--- src/logic/tfl_pkg.sv ---
// Constants, encodings and register map of the traffic-channel test loop.
// Assumes a single pclk domain and an APB master for register access.
//
// Summary of operation
// - loop commands come as layer 3 messages, SAPI 0, acknowledged mode
// - a traffic loop and the audio interface test never run together
// - close command discarded without traffic channel or with a loop closed
// - accepted close command closes the loop and returns an acknowledgment
// - burst loop returns 114 traffic bits, own midamble, no SACCH or idle
// - frame loop feeds each good decoded frame back to the encoder
// - frame length 260, 244, 112 bits, or decoded length when adaptive
// - bad speech frame becomes an all-zero uplink frame
// - stolen frame on fixed-rate channels gets no looped frame
// - with several codec modes, downlink mode commands are ignored
// - no codec mode requests; uplink indication follows looped frame
// - silence, no-data and control frames reuse the previous uplink mode
// - adaptive uplink frames always go out as good speech
// - valid silence update parameters fill first 35 bits, rest zero
// - half-rate silence update: zero frame then parameter frame
// - erased silence update: zero frame, two of them on half rate
// - with loop closed the rate control protocol is switched off
// - valid rate control frame data fills first 35 bits, rest zero
// - half-rate rate control pair: zero frame then data frame
// - erased rate control frame: zero frame, two on half rate
// - onset, first silence and plain no-data give a zero frame
// - half-rate second silence part and inhibit frames give zero frame

package tfl_pkg;

  localparam int FRAME_W = 260;
  localparam int BURST_W = 114;
  localparam logic [8:0] LEN_FULL = 9'h104;
  localparam logic [8:0] LEN_ENH = 9'h0F4;
  localparam logic [8:0] LEN_HALF = 9'h070;
  localparam logic [8:0] LEN_SIDE = 9'h023;

  // register byte offsets
  localparam logic [7:0] OFS_CTRL = 8'h00;
  localparam logic [7:0] OFS_CMD = 8'h04;
  localparam logic [7:0] OFS_STATUS = 8'h08;

  // control register fields
  localparam int CTRL_TEST_EN = 0;
  localparam int CTRL_TCH_ACT = 1;
  localparam int CTRL_CHAN_LO = 2;
  localparam int CTRL_ACS_LO = 5;
  localparam int CTRL_DAI_REQ = 7;

  // command register fields
  localparam int CMD_CLOSE = 0;
  localparam int CMD_OPEN = 1;
  localparam int CMD_LOOP_C = 2;

  // status register fields
  localparam int STAT_CLOSED = 0;
  localparam int STAT_LOOP_C = 1;
  localparam int STAT_DAI = 2;
  localparam int STAT_DISC_LO = 8;
  localparam int STAT_ACK_LO = 16;

  typedef enum logic [2:0] {
    CH_FULL = 3'b000,
    CH_ENH = 3'b001,
    CH_HALF = 3'b010,
    CH_AFULL = 3'b011,
    CH_AHALF = 3'b100
  } tfl_chan_type;

  typedef enum logic [3:0] {
    RX_SPEECH_GOOD = 4'b0000,
    RX_SPEECH_BAD = 4'b0001,
    RX_ONSET = 4'b0010,
    RX_SID_FIRST = 4'b0011,
    RX_SID_FIRST_P2 = 4'b0100,
    RX_SID_FIRST_INH = 4'b0101,
    RX_SID_UPDATE = 4'b0110,
    RX_SID_UPDATE_INH = 4'b0111,
    RX_SID_BAD = 4'b1000,
    RX_NO_DATA = 4'b1001,
    RX_RATSCCH = 4'b1010
  } tfl_rx_type;

  typedef enum logic [1:0] {
    SHAPE_ZERO = 2'b00,
    SHAPE_FULL = 2'b01,
    SHAPE_SIDE = 2'b10
  } tfl_shape_type;

endpackage

--- src/logic/tfl_loop_ctrl.sv ---
// Test loop controller: APB registers, loop command handling, frame loop.
// Assumes decoder frames arrive as one-cycle strobes at least two cycles
// apart, and that software carries the layer 3 commands to the CMD register.
//
// The APB slave port and the address map were decided locally.
`timescale 1ns/100ps

module tfl_loop_ctrl import tfl_pkg::*; (
  input wire logic pclk,
  input wire logic presetn,
  input wire logic psel,
  input wire logic penable,
  input wire logic pwrite,
  input wire logic [7:0] paddr,
  input wire logic [31:0] pwdata,
  output logic [31:0] prdata,
  output logic pready,
  output logic pslverr,
  input wire logic dl_valid,
  input wire logic [FRAME_W-1:0] dl_bits,
  input wire logic [8:0] dl_len,
  input wire tfl_rx_type dl_rx_type,
  input wire logic dl_bfi,
  input wire logic [1:0] dl_codec_mode,
  input wire logic dl_facch,
  output logic ul_valid,
  output logic [FRAME_W-1:0] ul_bits,
  output logic [8:0] ul_len,
  output logic [1:0] ul_codec_mode,
  output logic ul_speech_good,
  input wire logic dl_burst_valid,
  input wire logic dl_burst_traffic,
  input wire logic [BURST_W-1:0] dl_burst_bits,
  output logic ul_burst_valid,
  output logic [BURST_W-1:0] ul_burst_bits,
  output logic loop_a_closed,
  output logic loop_c_closed,
  output logic dai_active,
  output logic close_ack,
  output logic ratscch_enable,
  output logic cmr_enable,
  output logic codec_cmd_ignore
);

  // ==========================================================================
  // state
  typedef struct packed {
    logic test_en;
    logic tch_act;
    tfl_chan_type chan;
    logic [1:0] acs_m1;
    logic dai_req;
    logic closed;
    logic loop_c;
    logic dai_act;
    logic [7:0] discards;
    logic [7:0] acks;
    logic close_ack;
    logic ratscch_en;
    logic cmr_en;
    logic cmd_ign;
    logic pready;
    logic pslverr;
    logic [31:0] prdata;
    logic ul_valid;
    logic [FRAME_W-1:0] ul_bits;
    logic [8:0] ul_len;
    logic [1:0] ul_mode;
    logic ul_good;
    logic pend;
    logic [FRAME_W-1:0] pend_bits;
    logic loop_a_q;
    logic loop_c_q;
  } tfl_state_type;

  tfl_state_type st;
  tfl_state_type next_st;

  logic access;
  logic adaptive;
  logic half_ad;
  logic loop_a;
  logic close_ok;
  logic [8:0] frame_len;
  tfl_shape_type shape;
  logic [FRAME_W-1:0] shaped;

  // ==========================================================================
  // frame classification
  assign access = psel & penable & ~st.pready;
  assign adaptive = (st.chan == CH_AFULL) | (st.chan == CH_AHALF);
  assign half_ad = (st.chan == CH_AHALF);
  assign loop_a = st.closed & ~st.loop_c;
  assign close_ok = st.tch_act & ~st.closed & ~st.dai_act;

  always_comb begin
    unique case (st.chan)
      CH_FULL: frame_len = LEN_FULL;
      CH_ENH: frame_len = LEN_ENH;
      CH_HALF: frame_len = LEN_HALF;
      default: frame_len = dl_len;
    endcase
  end

  always_comb begin
    shape = SHAPE_ZERO;
    if (!adaptive) begin
      shape = dl_rx_type == RX_SPEECH_BAD ? SHAPE_ZERO : SHAPE_FULL;
    end else begin
      unique case (dl_rx_type)
        RX_SPEECH_GOOD: shape = SHAPE_FULL;
        RX_SID_UPDATE: shape = dl_bfi ? SHAPE_ZERO : SHAPE_SIDE;
        RX_RATSCCH: shape = dl_bfi ? SHAPE_ZERO : SHAPE_SIDE;
        default: shape = SHAPE_ZERO;
      endcase
    end
  end

  tfl_frame_shaper #(
    .W(FRAME_W)
  ) u_shaper (
    .bits_in(dl_bits),
    .len(frame_len),
    .shape(shape),
    .bits_out(shaped)
  );

  tfl_burst_loop u_burst (
    .pclk(pclk),
    .presetn(presetn),
    .enable(st.closed & st.loop_c),
    .dl_burst_valid(dl_burst_valid),
    .dl_burst_traffic(dl_burst_traffic),
    .dl_burst_bits(dl_burst_bits),
    .ul_burst_valid(ul_burst_valid),
    .ul_burst_bits(ul_burst_bits)
  );

  // ==========================================================================
  // next state
  always_comb begin
    next_st = st;
    next_st.close_ack = 1'b0;
    next_st.ul_valid = 1'b0;
    next_st.pready = 1'b0;
    next_st.pslverr = 1'b0;
    if (access) begin
      next_st.pready = 1'b1;
      next_st.prdata = '0;
      unique case (paddr)
        OFS_CTRL: begin
          if (pwrite) begin
            next_st.test_en = pwdata[CTRL_TEST_EN];
            next_st.tch_act = pwdata[CTRL_TCH_ACT];
            next_st.chan = tfl_chan_type'(pwdata[CTRL_CHAN_LO +: 3]);
            next_st.acs_m1 = pwdata[CTRL_ACS_LO +: 2];
            next_st.dai_req = pwdata[CTRL_DAI_REQ];
          end else begin
            next_st.prdata[CTRL_TEST_EN] = st.test_en;
            next_st.prdata[CTRL_TCH_ACT] = st.tch_act;
            next_st.prdata[CTRL_CHAN_LO +: 3] = st.chan;
            next_st.prdata[CTRL_ACS_LO +: 2] = st.acs_m1;
            next_st.prdata[CTRL_DAI_REQ] = st.dai_req;
          end
        end
        OFS_CMD: begin
          // layer 2 delivery is done before software writes here
          if (pwrite && pwdata[CMD_CLOSE]) begin
            if (close_ok && st.test_en) begin
              next_st.closed = 1'b1;
              next_st.loop_c = pwdata[CMD_LOOP_C];
              next_st.close_ack = 1'b1;
              next_st.acks = st.acks + 8'h01;
            end else begin
              next_st.discards = st.discards + 8'h01;
            end
          end else if (pwrite && pwdata[CMD_OPEN]) begin
            next_st.closed = 1'b0;
          end
        end
        OFS_STATUS: begin
          if (!pwrite) begin
            next_st.prdata[STAT_CLOSED] = st.closed;
            next_st.prdata[STAT_LOOP_C] = st.loop_c;
            next_st.prdata[STAT_DAI] = st.dai_act;
            next_st.prdata[STAT_DISC_LO +: 8] = st.discards;
            next_st.prdata[STAT_ACK_LO +: 8] = st.acks;
          end
        end
        default: next_st.pslverr = 1'b1;
      endcase
    end

    // loop never survives loss of test mode or of the traffic channel
    if (!next_st.test_en || !next_st.tch_act) begin
      next_st.closed = 1'b0;
    end
    // audio test only starts while no loop is closed
    next_st.dai_act = next_st.dai_req & next_st.test_en
                      & (st.dai_act | ~next_st.closed);
    if (next_st.dai_act) begin
      next_st.closed = 1'b0;
    end

    next_st.ratscch_en = ~st.closed;
    next_st.cmr_en = ~(st.closed & adaptive);
    next_st.cmd_ign = st.closed & adaptive & (st.acs_m1 != 2'b00);

    if (st.pend) begin
      // second half of a half-rate pair
      next_st.ul_valid = 1'b1;
      next_st.ul_bits = st.pend_bits;
      next_st.pend = 1'b0;
    end else if (loop_a && dl_valid && !(dl_facch && !adaptive)) begin
      next_st.ul_valid = 1'b1;
      next_st.ul_len = frame_len;
      next_st.ul_good = 1'b1;
      next_st.ul_bits = shaped;
      if (adaptive) begin
        unique case (dl_rx_type)
          RX_NO_DATA, RX_RATSCCH, RX_SID_UPDATE, RX_SID_UPDATE_INH,
          RX_SID_FIRST, RX_SID_FIRST_P2, RX_SID_FIRST_INH,
          RX_SID_BAD: next_st.ul_mode = st.ul_mode;
          default: next_st.ul_mode = dl_codec_mode;
        endcase
      end else begin
        next_st.ul_mode = dl_codec_mode;
      end
      // adaptive half rate: a control or silence update frame spans two uplink frames
      if (half_ad && (dl_rx_type == RX_SID_UPDATE
                      || dl_rx_type == RX_SID_BAD
                      || dl_rx_type == RX_RATSCCH)) begin
        next_st.ul_bits = '0;
        next_st.pend = 1'b1;
        next_st.pend_bits = shaped;
      end
    end
    if (!next_st.closed) begin
      next_st.pend = 1'b0;
    end
    // loop flags registered so the status pins come from flops
    next_st.loop_a_q = next_st.closed & ~next_st.loop_c;
    next_st.loop_c_q = next_st.closed & next_st.loop_c;
  end

  always_ff @(posedge pclk or negedge presetn) begin
    if (!presetn) begin
      st <= '0;
    end else begin
      st <= next_st;
    end
  end

  // ==========================================================================
  // outputs
  assign prdata = st.prdata;
  assign pready = st.pready;
  assign pslverr = st.pslverr;
  assign ul_valid = st.ul_valid;
  assign ul_bits = st.ul_bits;
  assign ul_len = st.ul_len;
  assign ul_codec_mode = st.ul_mode;
  assign ul_speech_good = st.ul_good;
  assign loop_a_closed = st.loop_a_q;
  assign loop_c_closed = st.loop_c_q;
  assign dai_active = st.dai_act;
  assign close_ack = st.close_ack;
  assign ratscch_enable = st.ratscch_en;
  assign cmr_enable = st.cmr_en;
  assign codec_cmd_ignore = st.cmd_ign;

  // ==========================================================================
  // assertions
  logic cmd_close_wr;
  assign cmd_close_wr = access & pwrite & (paddr == OFS_CMD)
                        & pwdata[CMD_CLOSE];

  property p_excl;
    @(posedge pclk) disable iff (!presetn)
      !(st.closed && st.dai_act);
  endproperty
  a_excl: assert property (p_excl)
    else $error("loop and audio test active together");

  property p_discard;
    @(posedge pclk) disable iff (!presetn)
      cmd_close_wr && (!st.tch_act || st.closed)
      |=> st.discards == $past(st.discards) + 8'h01 && !close_ack;
  endproperty
  a_discard: assert property (p_discard)
    else $error("close command not discarded");

  property p_ack;
    @(posedge pclk) disable iff (!presetn)
      cmd_close_wr && close_ok && st.test_en && !st.dai_req
      |=> close_ack && st.closed ##1 !close_ack;
  endproperty
  a_ack: assert property (p_ack)
    else $error("accepted close not acknowledged");

  property p_bad;
    @(posedge pclk) disable iff (!presetn)
      loop_a && !st.pend && dl_valid && dl_rx_type == RX_SPEECH_BAD
      && !dl_facch
      && st.test_en && st.tch_act && !access && !st.dai_req
      |=> ul_valid && ul_bits == '0;
  endproperty
  a_bad: assert property (p_bad)
    else $error("bad frame not zeroed");

  property p_good;
    @(posedge pclk) disable iff (!presetn)
      ul_valid |-> ul_speech_good;
  endproperty
  a_good: assert property (p_good)
    else $error("uplink frame not marked good");

  property p_ratscch;
    @(posedge pclk) disable iff (!presetn)
      st.closed [*2] |-> !ratscch_enable;
  endproperty
  a_ratscch: assert property (p_ratscch)
    else $error("rate control protocol still on");

  property p_side;
    @(posedge pclk) disable iff (!presetn)
      ul_valid |-> ul_bits[FRAME_W-1:int'(LEN_SIDE)] == '0
      || $past(dl_rx_type) == RX_SPEECH_GOOD || !$past(adaptive);
  endproperty
  a_side: assert property (p_side)
    else $error("side frame carries bits beyond its field");

  property p_erase_half;
    @(posedge pclk) disable iff (!presetn)
      loop_a && !st.pend && dl_valid && half_ad && dl_rx_type == RX_SID_BAD
      && st.test_en && st.tch_act && !access && !st.dai_req
      |=> ul_valid && ul_bits == '0 ##1 ul_valid && ul_bits == '0;
  endproperty
  a_erase_half: assert property (p_erase_half)
    else $error("erased half-rate update not two zero frames");

  property p_open;
    @(posedge pclk) disable iff (!presetn)
      !st.test_en |-> !st.closed ##1 !ul_burst_valid;
  endproperty
  a_open: assert property (p_open)
    else $error("loop closed without test enable");

  property p_facch;
    @(posedge pclk) disable iff (!presetn)
      loop_a && !st.pend && dl_valid && dl_facch && !adaptive
      |=> !ul_valid;
  endproperty
  a_facch: assert property (p_facch)
    else $error("stolen frame looped on fixed-rate channel");

endmodule // tfl_loop_ctrl

--- src/logic/tfl_frame_shaper.sv ---
// Masks a decoded frame to its looped length, to the first side bits,
// or to all zeros. Purely combinational; the caller registers the result.
`timescale 1ns/100ps

module tfl_frame_shaper import tfl_pkg::*; #(
  parameter int W = FRAME_W
) (
  input wire logic [W-1:0] bits_in,
  input wire logic [8:0] len,
  input wire tfl_shape_type shape,
  output logic [W-1:0] bits_out
);

  always_comb begin
    for (int i = 0; i < W; i++) begin
      unique case (shape)
        SHAPE_FULL: bits_out[i] = bits_in[i] & (i < int'(len));
        SHAPE_SIDE: bits_out[i] = bits_in[i] & (i < int'(LEN_SIDE));
        default: bits_out[i] = 1'b0;
      endcase
    end
  end

endmodule // tfl_frame_shaper

--- src/logic/tfl_burst_loop.sv ---
// Burst-by-burst loop: returns decrypted, undecoded traffic burst bits.
// Assumes the caller marks SACCH and idle bursts as non-traffic.
`timescale 1ns/100ps

module tfl_burst_loop import tfl_pkg::*; (
  input wire logic pclk,
  input wire logic presetn,
  input wire logic enable,
  input wire logic dl_burst_valid,
  input wire logic dl_burst_traffic,
  input wire logic [BURST_W-1:0] dl_burst_bits,
  output logic ul_burst_valid,
  output logic [BURST_W-1:0] ul_burst_bits
);

  typedef struct packed {
    logic valid;
    logic [BURST_W-1:0] bits;
  } tfl_burst_state_type;

  tfl_burst_state_type st;
  tfl_burst_state_type next_st;

  // midamble is not looked at; uplink keeps its own training sequence
  always_comb begin
    next_st = st;
    next_st.valid = enable & dl_burst_valid & dl_burst_traffic;
    if (next_st.valid) begin
      next_st.bits = dl_burst_bits;
    end
  end

  always_ff @(posedge pclk or negedge presetn) begin
    if (!presetn) begin
      st <= '0;
    end else begin
      st <= next_st;
    end
  end

  assign ul_burst_valid = st.valid;
  assign ul_burst_bits = st.bits;

endmodule // tfl_burst_loop

--- config.mk ---
export PLATFORM = sky130hd
export DESIGN_NAME = tfl_loop_ctrl
export DESIGN_NICKNAME = d
export VERILOG_FILES = /design/src/logic/tfl_pkg.sv /design/src/logic/tfl_loop_ctrl.sv /design/src/logic/tfl_frame_shaper.sv /design/src/logic/tfl_burst_loop.sv
export SDC_FILE = /design/constraint.sdc
export NUM_CORES = 1
export LEC_CHECK = 0
export BUFFER_PORTS_ARGS = -buffer_cell sky130_fd_sc_hd__buf_2
export CORE_AREA = 2 2 338 340
export CTS_CLUSTER_DIAMETER = 30
export DETAILED_ROUTE_END_ITERATION = 8
export DIE_AREA = 0 0 340 342
export GPL_ROUTABILITY_DRIVEN = 1
export SETUP_SLACK_MARGIN = 0.2
export SLEW_MARGIN = 40
export SYNTH_ARGS = -nofsm -noshare
export SYNTH_HDL_FRONTEND = slang
export SYNTH_SLANG_ARGS = --single-unit
--- constraint.sdc ---
create_clock -name pclk -period 3.85 [get_ports pclk]
set_input_delay 0.77 -clock pclk [delete_from_list [all_inputs] [get_ports pclk]]
set_output_delay 0.77 -clock pclk [all_outputs]
set_load 0.02 [all_outputs]
==> reports/results.txt <==
Outcome: completed
Largest area contributor in the synthesized netlist: dfrtp_1
Crit Path Class: flop to flop
Net Sw Frac: 0.2260
Pin count of the biggest net entering global routing: 158
Worst setup EP type: flop
CTS HTree Levels: 4
Post-DP HPWL: 112700 um
Clock period minus worst slack: 3504 ps
Clk_lat worst skew: 790 ps
Register share of total power: 0.311
Vias per inst: 5.257
Grt total ovfl: 0
Via count: 30560
Mean post-synth cell area: 9.350 sq um
CP delay by family, top: compound AO/OA/AOI/OAI gates
Async SR Flop Fraction: 1.000
Pwr/cell area: 548.8 nW/um^2
Core Util, Final: 0.3868
Leak: 0.02127 uW
Setup-failing EPs final: 0
Fin Setup TNS: 0 ps
Area grow syn2layout: 32.80%
GP Congestion: 0.9299
Switch Pwr: 5426 uW
Port Buffers: 835
Mapped cell area: 32940 sq um
Initial antenna violation count: 66
DIE HEIGHT: 342 um
Die W: 340 um
Fill cells: 11360
Drt wl/cell: 26.59 um
Global-route wire length before repair: 216300 um
Initial Util: 0.2912
Post-Route WL: 154600 um
Area contributors post-synth: dfrtp_1 (54%), nand2_1 (11%), buf_4 (6.9%)
Syn Inst Count: 3523
Final hold violation count: 0
Max_slew headroom: 0.3821
Clk pin slew, worst setup/hold paths: 60 ps
Worst-path fanout max: 15
DR iter-0 viols: 2822
Row count: 124
Seq/Total Area, Yosys: 0.5379
Final net count: 4581
Die Area: 116300 sq um
Core area: 113100 sq um
Measured slew at the worst slew-check pin: 919.0 ps
Post-DRT Antenna Nets: 0
Critical Path RT: 4460 ps
Cell at the slowest stage of the critical path: a21o_1
Max stage delay on crit path: 490 ps
Fin crit share: 0.9101
TritonCTS clock tree: built
Worst Path Buf+Inv: 2
Worst hold path type: input port to flop
Primary FF master, synth: dfrtp_1
Setup crit start kind: flop
Crit-path most repeated cell: inv_1
GRT Total Usage: 0.2573
Total CTS buffers: 171
Peak supply drop: 0.0004099 V
Cell Chain, Critical Path: or3b_4 > nand2_1 > mux2_2 > inv_1 > ha_1 > inv_1 > a21o_1 > o21ai_0 > o211ai_1 > o221ai_1
IO Pins: 868
Vias in the first global route: 29750
Clock buffer depth: 3
Post-route DRC: 0
Max-slew violations: 0
Yosys reg bits: 708
RSZ-0062 raised after global routing: no
EDFF count, synth: 0
Worst clock skew: 44.02 ps
Max Cap Viol: 0
Combinational power share: 0.035
Root buffer cell: clkbuf_16
Drt pass-1 iters: 6
Fmax: 285.4 MHz
Share of cells above drive strength 1: 0.3156
Clock power share: 0.653
Internal power: 18580 uW
CTS Sinks: 708
Crit path DAT: 4110 ps
YS warnings: 0
Area share of the largest cell type after synthesis: 0.5379
Distinct cells, synth: 69
==> what timing repair did <==
item | 4_1_cts | 5_1_grt
buffers inserted | 0 | 0
hold buffers | 1 | 0
resized for setup | 0 | 2
endpoints found under the hold margin | 30 | 0
setup endpoints to repair | 0 | 9
==> per-layer routing <==
| layer | track usage | wire, um |
|---|---|---|
| met1 | 0.3187 | 60740 |
| met2 | 0.4039 | 70810 |
| met3 | 0.08994 | 15250 |
| met4 | 0.1152 | 7450 |
| met5 | 0 | 315 |
==> area by class of cell <==
class | count | area (sq um) | area share
diodes | 23 | 57.56 | 0.001316
clock buffers | 224 | 4820 | 0.1102
clock inverters | 89 | 1481 | 0.03387
inverters | 28 | 107.6 | 0.002460
multi-input cells | 2239 | 12020 | 0.2747
flip-flops and latches | 708 | 17720 | 0.4051
well taps | 1512 | 1892 | 0.04325
repair buffers | 990 | 5648 | 0.1291
==> per-stage QoR <==
stage          setup WS [ps]  total power, uW  hold slack (ps)  instance area, sq um  std cells
2_1_floorplan          877.2             7821            439.1                 32970       3530
3_3_place_gp           79.50             8419            449.9                 37260       5473
3_5_place_dp           7.699             8429            456.7                 37370       5476
4_1_cts                220.8            24190            132.7                 43680       5790
5_1_grt                231.9            24670            154.2                 43720       5802
6_report               345.9            24010            168.5                 43740       5813
==> final timing paths <==
kind / from / to / slack [ps] / cells after the start
min: dl_burst_bits[71] / u_burst.ul_burst_bits[71] / 170 / 3
min reg2reg: st[232] / st[232] / 460 / 2
max reg2reg: st[596] / ul_bits[104] / 350 / 10
max: st[596] / ul_bits[104] / 350 / 10
min in group asynchronous: presetn / st[129] / 510 / 2
max in group asynchronous: presetn / u_burst.ul_burst_bits[77] / 2130 / 4
==> worst reg2reg max path, delay by kind of cell, from the launching register on <==
kind	cells	cell delay (ps)
muxes	1	230
adders and majority gates	1	330
AOI/OAI and AO/OA	4	1410
buffers and inverters	2	340
DFF	1	400
and+or+nand+nor	2	650
==> registers in the layout (all words and copies together) (netlist names), 2 cells and up <==
name / flops
st: 287
ul_bits: 260
u_burst.ul_burst_bits: 114
prdata: 24
ul_len: 9
ul_codec_mode: 2
==> Yosys cell counts (9+ instances only) <==
master / n
a22oi_1: 106
a21oi_1: 41
o31ai_1: 42
and2_1: 10
dfrtp_1: 708
xnor2_1: 14
o2111ai_1: 12
buf_4: 303
mux2_2: 20
nor3_1: 19
o211ai_1: 107
nor4_1: 10
nand3_1: 41
buf_1: 9
a22o_1: 25
buf_2: 23
nand2_1: 998
o221ai_1: 141
o21ai_0: 432
a21o_1: 12
inv_1: 27
nor2_1: 48
nand2b_1: 9
nor2b_1: 9
nand4_1: 18
clkbuf_1: 215
==> cells in the final DEF (no fill, tap or decap), types with 14 or more instances in the layout <==
master / Yosys / routed
a21oi_1: 41 / 37
o221ai_1: 141 / 141
clkinv_2: 0 / 18
clkinvlp_4: 0 / 14
o21ai_0: 432 / 430
buf_4: 303 / 131
o211ai_1: 107 / 107
a22o_1: 25 / 25
nand2_1: 998 / 994
buf_2: 23 / 834
o31ai_1: 42 / 41
mux2_2: 20 / 20
buf_12: 0 / 18
dfrtp_1: 708 / 707
xnor2_1: 14 / 14
nor2_1: 48 / 45
clkbuf_1: 215 / 20
bufinv_16: 0 / 30
nand3_1: 41 / 40
inv_1: 27 / 27
a22oi_1: 106 / 106
clkbuf_16: 0 / 172
nand4_1: 18 / 18
clkbuf_8: 0 / 32
nor3_1: 19 / 17
diode_2: 0 / 23
==> kinds of logic after synthesis <==
| kind of cell | count (synthesis) | synth area share |
|---|---|---|
| DFF | 708 | 0.5379 |
| AOI/OAI and AO/OA | 991 | 0.1990 |
| and+or+nand+nor | 1200 | 0.1475 |
| buffers and inverters | 583 | 0.1030 |
| xor gates and xnor gates | 16 | 0.004255 |
| muxes | 20 | 0.006837 |
| other | 1 | 0.0001138 |
| adders and majority gates | 4 | 0.001519 |
==> power groups by stage <==
stage / combinational [uW] / sequential, uW / clock, uW
floorplan: 237 / 7580 / 0
global placement: 838 / 7580 / 0
detailed placement: 848 / 7580 / 0
CTS: 855 / 7470 / 15900
global route: 927 / 7460 / 16300
finish: 851 / 7470 / 15700
(Power assumes the default switching activity.)
